### src/aluj_pkg.sv
// Shared operation codes, flag positions, register offsets and cycle counts
package aluj_pkg;

  // Operations issued by the instruction decoder
  typedef enum logic [5:0] {
    OP_NOP,
    OP_ADD,
    OP_ADC,
    OP_SUB,
    OP_SUB_REGS_CARRY,
    OP_SUB_IMM,
    OP_SUB_IMM_CARRY,
    OP_ADD_IMM_WORD,
    OP_SUB_IMM_WORD,
    OP_AND,
    OP_AND_IMM,
    OP_OR,
    OP_OR_IMM,
    OP_XOR_REGS,
    OP_ONES_COMPLEMENT,
    OP_TWOS_COMPLEMENT,
    OP_SET_BITS_MASK,
    OP_CLEAR_BITS_MASK,
    OP_INCREMENT_REG,
    OP_DECREMENT_REG,
    OP_TEST_REG,
    OP_ZERO_REG,
    OP_FILL_REG_ONES,
    OP_MULT_UNSIGNED,
    OP_MULT_SIGNED,
    OP_MULT_SIGNED_UNSIGNED,
    OP_FRAC_MULT_UNSIGNED,
    OP_FRAC_MULT_SIGNED,
    OP_FRAC_MULT_SIGNED_UNSIGNED,
    OP_RELATIVE_JUMP,
    OP_POINTER_JUMP,
    OP_EXTENDED_POINTER_JUMP,
    OP_ABSOLUTE_JUMP,
    OP_RELATIVE_CALL,
    OP_POINTER_CALL,
    OP_EXTENDED_POINTER_CALL
  } aluj_op_e;

  // Bit positions inside the status flag byte
  localparam int FLAG_C = 0;
  localparam int FLAG_Z = 1;
  localparam int FLAG_N = 2;
  localparam int FLAG_V = 3;
  localparam int FLAG_S = 4;
  localparam int FLAG_H = 5;

  // Register port offsets
  localparam logic [1:0] REG_FLAGS  = 2'h0;
  localparam logic [1:0] REG_EXTIND = 2'h1;
  localparam logic [1:0] REG_STATE  = 2'h2;

  // Reset values
  localparam logic [7:0] FLAGS_RST  = 8'h00;
  localparam logic [7:0] EXTIND_RST = 8'h00;

  // Constants used by the arithmetic
  localparam logic [7:0] ALL_ONES  = 8'hFF;
  localparam logic [7:0] ALL_ZERO  = 8'h00;
  localparam logic [7:0] MIN_NEG   = 8'h80;
  localparam logic [7:0] MAX_POS   = 8'h7F;

  // Cycles per operation class
  localparam logic [2:0] CYC_ONE    = 3'h1;
  localparam logic [2:0] CYC_TWO    = 3'h2;
  localparam logic [2:0] CYC_DIRECT = 3'h3;
  localparam logic [2:0] CYC_CALL   = 3'h4;

endpackage : aluj_pkg

### src/aluj_mult.sv
// Eight by eight multiplier with signed, mixed and fractional modes
`timescale 1ns/100ps
module aluj_mult #(
  parameter int W = 8
) (
  input  wire logic [W-1:0]   a,
  input  wire logic [W-1:0]   b,
  input  wire logic           a_signed,
  input  wire logic           b_signed,
  input  wire logic           frac,
  output logic      [2*W-1:0] prod,
  output logic                carry
);

  logic signed [W:0]     a_ext;
  logic signed [W:0]     b_ext;
  logic signed [2*W+1:0] raw;

  // Extend each operand by its own sign rule, then multiply
  assign a_ext = $signed({a_signed & a[W-1], a});
  assign b_ext = $signed({b_signed & b[W-1], b});
  assign raw   = a_ext * b_ext;

  // Carry is the top product bit before any fractional shift
  assign carry = raw[2*W-1];
  assign prod  = frac ? {raw[2*W-2:0], 1'b0} : raw[2*W-1:0];

endmodule : aluj_mult

### src/aluj_datapath.sv
// Arithmetic, logic, multiply and program flow datapath of the core
//
// Contract
// - Add registers, optional carry, flags, one cycle
// - Subtract registers, optional carry, flags, one cycle
// - Subtract immediate, optional carry, flags, one cycle
// - Add immediate to pair, two cycles
// - Subtract immediate from pair, two cycles
// - AND, OR, XOR set Z N V only
// - Set or clear bits by mask
// - Increment and decrement keep carry untouched
// - Test, clear set flags; fill ones none
// - Multiply variants into product pair, two cycles
// - Fractional multiply shifts product left once
// - Pointer jump loads PC from Z
// - Extended pointer jump uses extended register above Z
// - Pointer call loads PC from Z, four cycles
// - Extended pointer call, four cycles
//
// Chosen here: the register addresses and the strobed register port.
`timescale 1ns/100ps
module aluj_datapath #(
  parameter int PC_W  = 22,
  parameter int OFS_W = 12
) (
  input  wire logic                  CLK,
  input  wire logic                  RST_B,
  input  wire logic                  OP_START,
  input  wire aluj_pkg::aluj_op_e    OP_CODE,
  input  wire logic [7:0]            OP_D,
  input  wire logic [7:0]            OP_DH,
  input  wire logic [7:0]            OP_R,
  input  wire logic [7:0]            OP_K,
  input  wire logic [15:0]           OP_Z,
  input  wire logic [OFS_W-1:0]      OP_OFS,
  input  wire logic [PC_W-1:0]       OP_ADDR,
  input  wire logic [1:0]            REG_ADDR,
  input  wire logic [7:0]            REG_WDATA,
  input  wire logic                  REG_WR,
  input  wire logic                  REG_RD,
  output logic      [7:0]            REG_RDATA,
  output logic                       BUSY,
  output logic                       DONE,
  output logic      [7:0]            RES_LO,
  output logic      [7:0]            RES_HI,
  output logic                       WR_DEST,
  output logic                       WR_PAIR,
  output logic                       WR_PROD,
  output logic      [7:0]            FLAGS,
  output logic      [PC_W-1:0]       PC_OUT,
  output logic                       PC_LOAD,
  output logic                       CALL_PUSH,
  output logic      [PC_W-1:0]       RET_PC
);

  localparam int C = aluj_pkg::FLAG_C;
  localparam int Z = aluj_pkg::FLAG_Z;
  localparam int N = aluj_pkg::FLAG_N;
  localparam int V = aluj_pkg::FLAG_V;
  localparam int S = aluj_pkg::FLAG_S;
  localparam int H = aluj_pkg::FLAG_H;

  aluj_pkg::aluj_op_e op_r;
  logic [7:0]         d_r;
  logic [7:0]         dh_r;
  logic [7:0]         r_r;
  logic [7:0]         k_r;
  logic [15:0]        z_r;
  logic [OFS_W-1:0]   ofs_r;
  logic [PC_W-1:0]    addr_r;
  logic [2:0]         rem_r;
  logic [2:0]         rem_nxt;
  logic [7:0]         flags_r;
  logic [7:0]         flags_nxt;
  logic [7:0]         extind_r;
  logic [PC_W-1:0]    pc_r;
  logic [PC_W-1:0]    pc_nxt;
  logic               take;
  logic               fin;
  logic [7:0]         ob;
  logic               cb;
  logic [8:0]         sum9;
  logic [8:0]         dif9;
  logic [7:0]         neg8;
  logic [15:0]        wsum;
  logic [15:0]        wdif;
  logic [7:0]         lres;
  logic [7:0]         res8;
  logic [15:0]        prod;
  logic               prod_c;
  logic               m_as;
  logic               m_bs;
  logic               m_frac;
  logic               is_jump;
  logic               is_call;

  // Cycles taken by each operation
  function automatic logic [2:0] cycles_of(aluj_pkg::aluj_op_e op);
    case (op)
      aluj_pkg::OP_ADD_IMM_WORD, aluj_pkg::OP_SUB_IMM_WORD,
      aluj_pkg::OP_MULT_UNSIGNED, aluj_pkg::OP_MULT_SIGNED,
      aluj_pkg::OP_MULT_SIGNED_UNSIGNED, aluj_pkg::OP_FRAC_MULT_UNSIGNED,
      aluj_pkg::OP_FRAC_MULT_SIGNED, aluj_pkg::OP_FRAC_MULT_SIGNED_UNSIGNED,
      aluj_pkg::OP_RELATIVE_JUMP, aluj_pkg::OP_POINTER_JUMP,
      aluj_pkg::OP_EXTENDED_POINTER_JUMP:
        return aluj_pkg::CYC_TWO;
      aluj_pkg::OP_ABSOLUTE_JUMP:
        return aluj_pkg::CYC_DIRECT;
      aluj_pkg::OP_RELATIVE_CALL, aluj_pkg::OP_POINTER_CALL,
      aluj_pkg::OP_EXTENDED_POINTER_CALL:
        return aluj_pkg::CYC_CALL;
      default:
        return aluj_pkg::CYC_ONE;
    endcase
  endfunction : cycles_of

  // A new operation is taken while the previous one is on its last cycle
  assign take = OP_START && (rem_r <= aluj_pkg::CYC_ONE);
  assign fin  = (rem_r == aluj_pkg::CYC_ONE);

  // Cycle countdown for the running operation
  always_comb
  begin
    if (take)
    begin
      rem_nxt = cycles_of(OP_CODE);
    end
    else if (rem_r != 3'h0)
    begin
      rem_nxt = rem_r - 3'h1;
    end
    else
    begin
      rem_nxt = 3'h0;
    end
  end

  always_ff @(posedge CLK or negedge RST_B)
  begin
    if (!RST_B)
    begin
      rem_r <= 3'h0;
      BUSY  <= 1'b0;
    end
    else
    begin
      rem_r <= rem_nxt;
      BUSY  <= (rem_nxt > aluj_pkg::CYC_ONE);
    end
  end

  // Operand capture on take
  always_ff @(posedge CLK or negedge RST_B)
  begin
    if (!RST_B)
    begin
      op_r   <= aluj_pkg::OP_NOP;
      d_r    <= 8'h00;
      dh_r   <= 8'h00;
      r_r    <= 8'h00;
      k_r    <= 8'h00;
      z_r    <= 16'h0000;
      ofs_r  <= '0;
      addr_r <= '0;
    end
    else if (take)
    begin
      op_r   <= OP_CODE;
      d_r    <= OP_D;
      dh_r   <= OP_DH;
      r_r    <= OP_R;
      k_r    <= OP_K;
      z_r    <= OP_Z;
      ofs_r  <= OP_OFS;
      addr_r <= OP_ADDR;
    end
  end

  // Second operand and carry in selection
  always_comb
  begin
    ob = r_r;
    cb = 1'b0;
    case (op_r)
      aluj_pkg::OP_ADC, aluj_pkg::OP_SUB_REGS_CARRY:
        cb = flags_r[C];
      aluj_pkg::OP_SUB_IMM:
        ob = k_r;
      aluj_pkg::OP_SUB_IMM_CARRY:
      begin
        ob = k_r;
        cb = flags_r[C];
      end
      default:
        ob = r_r;
    endcase
  end

  // Adders shared by the byte and word operations
  assign sum9 = {1'b0, d_r} + {1'b0, ob} + {8'h00, cb};
  assign dif9 = {1'b0, d_r} - {1'b0, ob} - {8'h00, cb};
  assign neg8 = aluj_pkg::ALL_ZERO - d_r;
  assign wsum = {dh_r, d_r} + {8'h00, k_r};
  assign wdif = {dh_r, d_r} - {8'h00, k_r};

  // Logic unit for masks, test and clear
  always_comb
  begin
    case (op_r)
      aluj_pkg::OP_AND:             lres = d_r & r_r;
      aluj_pkg::OP_AND_IMM:         lres = d_r & k_r;
      aluj_pkg::OP_OR:              lres = d_r | r_r;
      aluj_pkg::OP_OR_IMM:          lres = d_r | k_r;
      aluj_pkg::OP_XOR_REGS:        lres = d_r ^ r_r;
      aluj_pkg::OP_SET_BITS_MASK:   lres = d_r | k_r;
      aluj_pkg::OP_CLEAR_BITS_MASK:
        lres = d_r & (aluj_pkg::ALL_ONES - k_r);
      aluj_pkg::OP_TEST_REG:        lres = d_r & d_r;
      aluj_pkg::OP_ZERO_REG:        lres = d_r ^ d_r;
      default:                      lres = 8'h00;
    endcase
  end

  // Multiplier mode decode
  assign m_as   = (op_r == aluj_pkg::OP_MULT_SIGNED) ||
                  (op_r == aluj_pkg::OP_MULT_SIGNED_UNSIGNED) ||
                  (op_r == aluj_pkg::OP_FRAC_MULT_SIGNED) ||
                  (op_r == aluj_pkg::OP_FRAC_MULT_SIGNED_UNSIGNED);
  assign m_bs   = (op_r == aluj_pkg::OP_MULT_SIGNED) ||
                  (op_r == aluj_pkg::OP_FRAC_MULT_SIGNED);
  assign m_frac = (op_r == aluj_pkg::OP_FRAC_MULT_UNSIGNED) ||
                  (op_r == aluj_pkg::OP_FRAC_MULT_SIGNED) ||
                  (op_r == aluj_pkg::OP_FRAC_MULT_SIGNED_UNSIGNED);

  aluj_mult #(
    .W        (8)
  ) u_mult (
    .a        (d_r),
    .b        (r_r),
    .a_signed (m_as),
    .b_signed (m_bs),
    .frac     (m_frac),
    .prod     (prod),
    .carry    (prod_c)
  );

  // Byte result and flag update of the finishing operation
  always_comb
  begin
    res8      = lres;
    flags_nxt = flags_r;
    case (op_r)
      aluj_pkg::OP_ADD, aluj_pkg::OP_ADC:
      begin
        res8 = sum9[7:0];
        flags_nxt[C] = sum9[8];
        flags_nxt[Z] = (sum9[7:0] == 8'h00);
        flags_nxt[N] = sum9[7];
        flags_nxt[V] = (d_r[7] & ob[7] & ~sum9[7]) |
                       (~d_r[7] & ~ob[7] & sum9[7]);
        flags_nxt[H] = (d_r[3] & ob[3]) | (ob[3] & ~sum9[3]) |
                       (~sum9[3] & d_r[3]);
      end
      aluj_pkg::OP_SUB, aluj_pkg::OP_SUB_REGS_CARRY,
      aluj_pkg::OP_SUB_IMM, aluj_pkg::OP_SUB_IMM_CARRY:
      begin
        res8 = dif9[7:0];
        flags_nxt[C] = dif9[8];
        // Carry forms keep zero only while every byte was zero
        flags_nxt[Z] = (dif9[7:0] == 8'h00) & (cb | ~flags_r[Z] ?
                       (~cb | flags_r[Z]) : 1'b1) &
                       ((op_r == aluj_pkg::OP_SUB) ||
                        (op_r == aluj_pkg::OP_SUB_IMM) || flags_r[Z]);
        flags_nxt[N] = dif9[7];
        flags_nxt[V] = (d_r[7] & ~ob[7] & ~dif9[7]) |
                       (~d_r[7] & ob[7] & dif9[7]);
        flags_nxt[H] = (~d_r[3] & ob[3]) | (ob[3] & dif9[3]) |
                       (dif9[3] & ~d_r[3]);
      end
      aluj_pkg::OP_ADD_IMM_WORD:
      begin
        flags_nxt[C] = ~wsum[15] & dh_r[7];
        flags_nxt[Z] = (wsum == 16'h0000);
        flags_nxt[N] = wsum[15];
        flags_nxt[V] = ~dh_r[7] & wsum[15];
        flags_nxt[S] = wsum[15] ^ (~dh_r[7] & wsum[15]);
      end
      aluj_pkg::OP_SUB_IMM_WORD:
      begin
        flags_nxt[C] = wdif[15] & ~dh_r[7];
        flags_nxt[Z] = (wdif == 16'h0000);
        flags_nxt[N] = wdif[15];
        flags_nxt[V] = dh_r[7] & ~wdif[15];
        flags_nxt[S] = wdif[15] ^ (dh_r[7] & ~wdif[15]);
      end
      aluj_pkg::OP_AND, aluj_pkg::OP_AND_IMM, aluj_pkg::OP_OR,
      aluj_pkg::OP_OR_IMM, aluj_pkg::OP_XOR_REGS,
      aluj_pkg::OP_SET_BITS_MASK, aluj_pkg::OP_CLEAR_BITS_MASK,
      aluj_pkg::OP_TEST_REG, aluj_pkg::OP_ZERO_REG:
      begin
        flags_nxt[Z] = (lres == 8'h00);
        flags_nxt[N] = lres[7];
        flags_nxt[V] = 1'b0;
      end
      aluj_pkg::OP_ONES_COMPLEMENT:
      begin
        res8 = aluj_pkg::ALL_ONES - d_r;
        flags_nxt[C] = 1'b1;
        flags_nxt[Z] = (d_r == aluj_pkg::ALL_ONES);
        flags_nxt[N] = ~d_r[7];
        flags_nxt[V] = 1'b0;
      end
      aluj_pkg::OP_TWOS_COMPLEMENT:
      begin
        res8 = neg8;
        flags_nxt[C] = (neg8 != 8'h00);
        flags_nxt[Z] = (neg8 == 8'h00);
        flags_nxt[N] = neg8[7];
        flags_nxt[V] = (neg8 == aluj_pkg::MIN_NEG);
        flags_nxt[H] = neg8[3] | d_r[3];
      end
      aluj_pkg::OP_INCREMENT_REG:
      begin
        res8 = d_r + 8'h01;
        flags_nxt[Z] = (res8 == 8'h00);
        flags_nxt[N] = res8[7];
        flags_nxt[V] = (res8 == aluj_pkg::MIN_NEG);
      end
      aluj_pkg::OP_DECREMENT_REG:
      begin
        res8 = d_r - 8'h01;
        flags_nxt[Z] = (res8 == 8'h00);
        flags_nxt[N] = res8[7];
        flags_nxt[V] = (res8 == aluj_pkg::MAX_POS);
      end
      aluj_pkg::OP_FILL_REG_ONES:
        res8 = aluj_pkg::ALL_ONES;
      aluj_pkg::OP_MULT_UNSIGNED, aluj_pkg::OP_MULT_SIGNED,
      aluj_pkg::OP_MULT_SIGNED_UNSIGNED, aluj_pkg::OP_FRAC_MULT_UNSIGNED,
      aluj_pkg::OP_FRAC_MULT_SIGNED, aluj_pkg::OP_FRAC_MULT_SIGNED_UNSIGNED:
      begin
        flags_nxt[C] = prod_c;
        flags_nxt[Z] = (prod == 16'h0000);
      end
      default:
        res8 = lres;
    endcase
  end

  // Flow decode and next program counter
  assign is_call = (op_r == aluj_pkg::OP_RELATIVE_CALL) ||
                   (op_r == aluj_pkg::OP_POINTER_CALL) ||
                   (op_r == aluj_pkg::OP_EXTENDED_POINTER_CALL);
  assign is_jump = is_call || (op_r == aluj_pkg::OP_RELATIVE_JUMP) ||
                   (op_r == aluj_pkg::OP_POINTER_JUMP) ||
                   (op_r == aluj_pkg::OP_EXTENDED_POINTER_JUMP) ||
                   (op_r == aluj_pkg::OP_ABSOLUTE_JUMP);

  always_comb
  begin
    case (op_r)
      aluj_pkg::OP_RELATIVE_JUMP, aluj_pkg::OP_RELATIVE_CALL:
        pc_nxt = pc_r + PC_W'($signed(ofs_r)) + PC_W'(1);
      aluj_pkg::OP_POINTER_JUMP, aluj_pkg::OP_POINTER_CALL:
        pc_nxt = PC_W'(z_r);
      aluj_pkg::OP_EXTENDED_POINTER_JUMP,
      aluj_pkg::OP_EXTENDED_POINTER_CALL:
        pc_nxt = PC_W'({extind_r, z_r});
      aluj_pkg::OP_ABSOLUTE_JUMP:
        pc_nxt = addr_r;
      default:
        pc_nxt = pc_r + PC_W'(1);
    endcase
  end

  // Results, write strobes and program counter at the last cycle
  always_ff @(posedge CLK or negedge RST_B)
  begin
    if (!RST_B)
    begin
      RES_LO    <= 8'h00;
      RES_HI    <= 8'h00;
      WR_DEST   <= 1'b0;
      WR_PAIR   <= 1'b0;
      WR_PROD   <= 1'b0;
      DONE      <= 1'b0;
      PC_LOAD   <= 1'b0;
      CALL_PUSH <= 1'b0;
      RET_PC    <= '0;
      pc_r      <= '0;
    end
    else
    begin
      WR_DEST   <= 1'b0;
      WR_PAIR   <= 1'b0;
      WR_PROD   <= 1'b0;
      PC_LOAD   <= 1'b0;
      CALL_PUSH <= 1'b0;
      DONE      <= fin && (op_r != aluj_pkg::OP_NOP);
      if (fin && (op_r != aluj_pkg::OP_NOP))
      begin
        pc_r    <= pc_nxt;
        PC_LOAD <= is_jump;
        if (is_call)
        begin
          CALL_PUSH <= 1'b1;
          RET_PC    <= pc_r + PC_W'(1);
        end
        if (op_r == aluj_pkg::OP_ADD_IMM_WORD)
        begin
          {RES_HI, RES_LO} <= wsum;
          WR_PAIR <= 1'b1;
        end
        else if (op_r == aluj_pkg::OP_SUB_IMM_WORD)
        begin
          {RES_HI, RES_LO} <= wdif;
          WR_PAIR <= 1'b1;
        end
        else if (m_as || m_frac || (op_r == aluj_pkg::OP_MULT_UNSIGNED))
        begin
          {RES_HI, RES_LO} <= prod;
          WR_PROD <= 1'b1;
        end
        else if (!is_jump)
        begin
          RES_LO  <= res8;
          WR_DEST <= 1'b1;
        end
      end
    end
  end

  // Flag and extended register store; hardware update beats software
  always_ff @(posedge CLK or negedge RST_B)
  begin
    if (!RST_B)
    begin
      flags_r  <= aluj_pkg::FLAGS_RST;
      extind_r <= aluj_pkg::EXTIND_RST;
    end
    else
    begin
      if (fin && !is_jump)
      begin
        flags_r <= flags_nxt;
      end
      else if (REG_WR && (REG_ADDR == aluj_pkg::REG_FLAGS))
      begin
        flags_r <= REG_WDATA;
      end
      if (REG_WR && (REG_ADDR == aluj_pkg::REG_EXTIND))
      begin
        extind_r <= REG_WDATA;
      end
    end
  end

  // Register read data, valid the cycle after the strobe only
  always_ff @(posedge CLK or negedge RST_B)
  begin
    if (!RST_B)
    begin
      REG_RDATA <= 8'h00;
    end
    else if (REG_RD)
    begin
      case (REG_ADDR)
        aluj_pkg::REG_FLAGS:  REG_RDATA <= flags_r;
        aluj_pkg::REG_EXTIND: REG_RDATA <= extind_r;
        aluj_pkg::REG_STATE:  REG_RDATA <= {5'h00, rem_r};
        default:              REG_RDATA <= 8'h00;
      endcase
    end
    else
    begin
      REG_RDATA <= 8'h00;
    end
  end

  assign FLAGS  = flags_r;
  assign PC_OUT = pc_r;

  AST_ADD_SUM: assert property (@(posedge CLK) disable iff (!RST_B)
    fin && (op_r == aluj_pkg::OP_ADD) |=>
      WR_DEST && (RES_LO == 8'($past(d_r) + $past(r_r))))
    else $error("add result wrong");
  AST_CARRY_KEPT: assert property (@(posedge CLK) disable iff (!RST_B)
    fin && (op_r == aluj_pkg::OP_INCREMENT_REG) |=> FLAGS[C] == $past(FLAGS[C]))
    else $error("increment changed carry");
  AST_FILL_FLAGS: assert property (@(posedge CLK) disable iff (!RST_B)
    fin && (op_r == aluj_pkg::OP_FILL_REG_ONES) && !REG_WR |=>
      $stable(FLAGS) && (RES_LO == aluj_pkg::ALL_ONES))
    else $error("fill ones touched flags");
  AST_LOGIC_V: assert property (@(posedge CLK) disable iff (!RST_B)
    fin && (op_r == aluj_pkg::OP_XOR_REGS) |=> !FLAGS[V] && WR_DEST)
    else $error("logic op left overflow set");
  AST_MULT_TWO: assert property (@(posedge CLK) disable iff (!RST_B)
    take && (OP_CODE == aluj_pkg::OP_MULT_UNSIGNED) |->
      ##2 !WR_PROD ##1 WR_PROD)
    else $error("multiply not two cycles");
  AST_FRAC_SHIFT: assert property (@(posedge CLK) disable iff (!RST_B)
    fin && (op_r == aluj_pkg::OP_FRAC_MULT_UNSIGNED) |=> WR_PROD &&
      ({RES_HI, RES_LO} ==
       16'(({8'h00, $past(d_r)} * {8'h00, $past(r_r)}) << 1)))
    else $error("fractional product not shifted");
  AST_PTR_JUMP: assert property (@(posedge CLK) disable iff (!RST_B)
    take && (OP_CODE == aluj_pkg::OP_POINTER_JUMP) |->
      ##3 PC_LOAD && (PC_OUT == PC_W'($past(OP_Z, 3))))
    else $error("pointer jump target wrong");
  AST_CALL_FOUR: assert property (@(posedge CLK) disable iff (!RST_B)
    take && (OP_CODE == aluj_pkg::OP_POINTER_CALL) |=>
      BUSY [*3] ##1 !BUSY ##1 (PC_LOAD && CALL_PUSH))
    else $error("pointer call not four cycles");
  AST_DIRECT_THREE: assert property (@(posedge CLK) disable iff (!RST_B)
    take && (OP_CODE == aluj_pkg::OP_ABSOLUTE_JUMP) |->
      ##4 PC_LOAD && (PC_OUT == $past(OP_ADDR, 4)))
    else $error("absolute jump wrong");

endmodule : aluj_datapath

### config.mk
export PLATFORM = sky130hd
export DESIGN_NAME = aluj_datapath
export DESIGN_NICKNAME = d
export VERILOG_FILES = /design/src/aluj_pkg.sv /design/src/aluj_mult.sv /design/src/aluj_datapath.sv
export SDC_FILE = /design/constraint.sdc
export NUM_CORES = 1
export LEC_CHECK = 0
export ABC_CLOCK_PERIOD_IN_PS = 15300
export BUFFER_PORTS_ARGS = -buffer_cell sky130_fd_sc_hd__buf_2
export CORE_MARGIN = 2
export CORE_UTILIZATION = 55
export DETAILED_ROUTE_END_ITERATION = 8
export PLACE_DENSITY_LB_ADDON = 0.3
export SYNTH_ARGS = -nofsm -noshare
export SYNTH_HDL_FRONTEND = slang
export SYNTH_SLANG_ARGS = --single-unit
### constraint.sdc
create_clock -name CLK -period 15.3 [get_ports CLK]
set_input_delay 2.295 -clock CLK [delete_from_list [all_inputs] [get_ports CLK]]
set_output_delay 2.295 -clock CLK [all_outputs]
set_load 0.05 [all_outputs]
==> metrics.md <==
| Metric | Value |
|---|---|
| Status | `completed` |
| Most common cell after layout, fill and taps aside | `nand2_1` |
| Number of placement rows | `62` |
| Initial antenna violation count | `6` |
| Nets | `2399` |
| DR vias/cell | `6.21` |
| Register area | `4550 um^2` |
| Tot Pwr | `3.64 mW` |
| First-pass GRT wire length | `85700 um` |
| H-tree levels | `4` |
| Routability-driven placement congestion ratio | `0.989` |
| Top FF cell, synth | `dfrtp_1` |
| Mapped cell area | `16200 um^2` |
| Layout area overhead | `11.3%` |
| Leak | `8.64 nW` |
| Met3 Use GR | `0.0848` |
| Die area | `30800 um^2` |
| Cell taking the most area after synthesis | `dfrtp_1` |
| Finished Cell Area | `18000 um^2` |
| Largest net degree at the start of global routing | `107` |
| Fillers | `2600` |
| Area share of the largest cell type after synthesis | `0.281` |
| Ys Warns | `0` |
| Net count after synthesis | `2277` |
| Cells after Synth | `1986` |
| Sequential-to-total area share from yosys stat | `0.281` |
| Skew final | `16.9 ps` |
| Aggregate global-route resource usage | `0.365` |
| Placed cell area | `17400 um^2` |
| Crit-path max FO | `30` |
| Largest family of logic cells by synthesized area | `simple AND/OR/NAND/NOR gates` |
| VDD IR max | `94.2 uV` |
| Adder-Cell Fraction of Synth Area | `0.179` |
| Clock sinks | `182` |
| Clock Latency Late Sink | `460 ps` |
| RR Startpoint | `op_r[3]$_DFFE_PN0P_` |
| Vias in the first global route | `14.6k` |
| Endpoints failing hold | `0` |
| Initial Util | `0.561` |
| CP Class | `reg -> reg` |
| Simple-gate portion of the synthesized area | `0.217` |
| Met1 GRT Util | `0.519` |
| Max Slew Vio Count | `0` |
| Worst Hold End | `RET_PC[12]$_DFFE_PN0P_` |
| Yosys reg bits | `182` |
| Hold_buf cts | `0` |
| I/O pins | `186` |
| Post-synth EDFFs | `0` |
| Max Fclk | `144 MHz` |
| Detailed Routing Iterations Pass 1 | `8` |
| Commonest non-fill, non-tap cells in the layout | `nand2_1, buf_2, dfrtp_1, inv_1, nor2_1` |
| Slew headroom | `0.244` |
| Hold Startpoint | `RET_PC[12]$_DFFE_PN0P_` |
| Syn avg cell area | `8.16 um^2` |
| GR met2 Demand/Resource | `0.564` |
| Wire per inst | `22.5 um` |
| Cells on worst reg2reg path | `20` |
| Measured slew at the worst slew-check pin | `1120 ps` |
| Layout cell share with drive strength beyond 1 | `0.134` |
| Postcts setup bufs | `0` |
| CTS clock-pin slew for the worst setup and hold paths | `80 ps` |
| Routed WL | `56500 um` |
| Final Critical Period | `6950 ps` |
| Die height | `176 um` |
| Multi-input gate area | `10700 um^2` |
| # DRC | `0` |
| CP endpoint kind | `register` |
| Ranking of synthesized cells by area | `dfrtp_1, nand2_1, ha_1, fa_1, o21ai_0` |
| Mux cell area share after synthesis | `0.0265` |
| Hpwl dp | `42700 um` |
| Gr busiest metal | `met2` |
| Core Box Area | `28900 um^2` |
| Worst hold path class | `reg -> reg` |
| Total grt overflow | `0` |
| R2R Path End | `FLAGS[1]$_DFFE_PN0P_` |
| CP startpoint kind | `register` |
| IO Port Bufs | `185` |
| Setup-failing EPs final | `0` |
| DR iter-0 viols | `1985` |
| Post-Synth XOR/XNOR Area | `0.0514` |
| CTS tree | `built` |
| Die W | `176 um` |
| Final Cycle Share | `0.454` |
| RSZ-0062 raised after global routing | `false` |
| Reg2reg setup slack | `8350 ps` |
| Number of gates resized after CTS | `0` |
| Total CTS buffers | `17` |
| Layout Utilization | `0.625` |
| Final TNS setup | `0 ps` |
| CP Data Required Time | `15680 ps` |
| Clk buf depth | `2` |
| Compound-gate portion of the synthesized area | `0.184` |
| Synth unique cells | `84` |
| Antenna-violating nets left | `0` |
| Worst Path Arrival | `7330 ps` |
| Max-capacitance violation count | `0` |
| Async set-or-reset flop fraction in the synthesized netlist | `1.00` |
| Total number of vias | `15.6k` |
| CTS root buf | `clkbuf_16` |
| Power Density | `202 nW/um^2` |
| Hold Path Depth | `2` |
==> how the worst max path moves through the flow <==
stage	from	endpoint	slack [ps]	cells after the start
2_1_floorplan	op_r[0]$_DFFE_PN0P_	FLAGS[1]$_DFFE_PN0P_	9380	25
3_3_place_gp	op_r[3]$_DFFE_PN0P_	FLAGS[1]$_DFFE_PN0P_	8510	20
3_5_place_dp	op_r[3]$_DFFE_PN0P_	FLAGS[1]$_DFFE_PN0P_	8360	20
4_1_cts	op_r[3]$_DFFE_PN0P_	FLAGS[1]$_DFFE_PN0P_	8350	20
5_1_grt	op_r[3]$_DFFE_PN0P_	FLAGS[1]$_DFFE_PN0P_	7890	20
6_report	op_r[3]$_DFFE_PN0P_	FLAGS[1]$_DFFE_PN0P_	8350	20
==> cell type report <==
class	count	share of cell area
multi-input cells	1549	0.592
flip-flops and latches	182	0.253
repair buffers	206	0.0606
inverters	152	0.0317
clock buffers	21	0.0267
well taps	384	0.0267
clock inverters	11	0.00895
diodes	3	0.000416
==> sequential cells by signal, indices dropped and copies added (netlist names) <==
signal	flops
addr_r	22
op_r	6
REG_RDATA	8
RET_PC	22
d_r	8
FLAGS	8
extind_r	8
ofs_r	12
rem_r	3
CALL_PUSH	1
DONE	1
RES_LO	8
z_r	16
k_r	8
WR_DEST	1
r_r	8
dh_r	8
PC_LOAD	1
RES_HI	8
WR_PROD	1
BUSY	1
PC_OUT	22
WR_PAIR	1
==> stage by stage <==
step / hold WS, ps / cells / worst slack, ps
2_1_floorplan: 441 / 1986 / 9380
3_3_place_gp: 449 / 2473 / 8510
3_5_place_dp: 463 / 2473 / 8360
4_1_cts: 480 / 2505 / 8350
5_1_grt: 506 / 2507 / 7890
6_report: 472 / 2508 / 8350
==> per-layer routing <==
layer	vias to the layer above	share of wire
met5	-	0.00060
met4	6	0.023
met3	95	0.099
met2	813	0.45
met1	7565	0.43
li1	7096	-
==> cell families after synthesis <==
| logic type | Yosys count |
|---|---|
| AND/OR/NAND/NOR | 768 |
| AO/OA/AOI/OAI | 455 |
| buffers and inverters | 255 |
| adder cells (fa/ha/maj) | 190 |
| flip-flops | 182 |
| XOR/XNOR | 95 |
| multiplexers | 41 |
==> critical path, stage by stage (launching register included) <==
cell,delay (ps)
dfrtp_1,870
nor4bb_1,750
nand4_1,260
fa_1,560
fa_1,540
inv_1,50
fa_1,500
fa_1,540
inv_1,50
fa_1,490
inv_1,40
ha_1,330
o21ai_0,270
o21ai_1,110
a211oi_1,270
nor2_1,100
xor2_1,170
or4_1,510
nor4_1,190
a41oi_1,90
a21oi_1,170
==> synthesized netlist by cell type, drive strengths merged, types with 16 or more instances <==
cell type and n:
fa 71, and3 21, xnor2 67, nor4 18, a221oi 21, nor3 30
nand3 28, a31oi 16, xor2 28, a21oi 106, nor2 123, inv 151
ha 117, o211ai 21, mux2i 26, clkbuf 88, o21ai 124, nand2b 18
and2 47, nand2 396, dfrtp 182
==> report_power, final <==
part	leakage [nW]	switching, mW	internal [mW]
logic	6.07	1.50	0.808
clock network	0.318	0.217	0.278
registers	2.26	0.212	0.621
No activity file was read; power rests on OpenSTA's default activity.
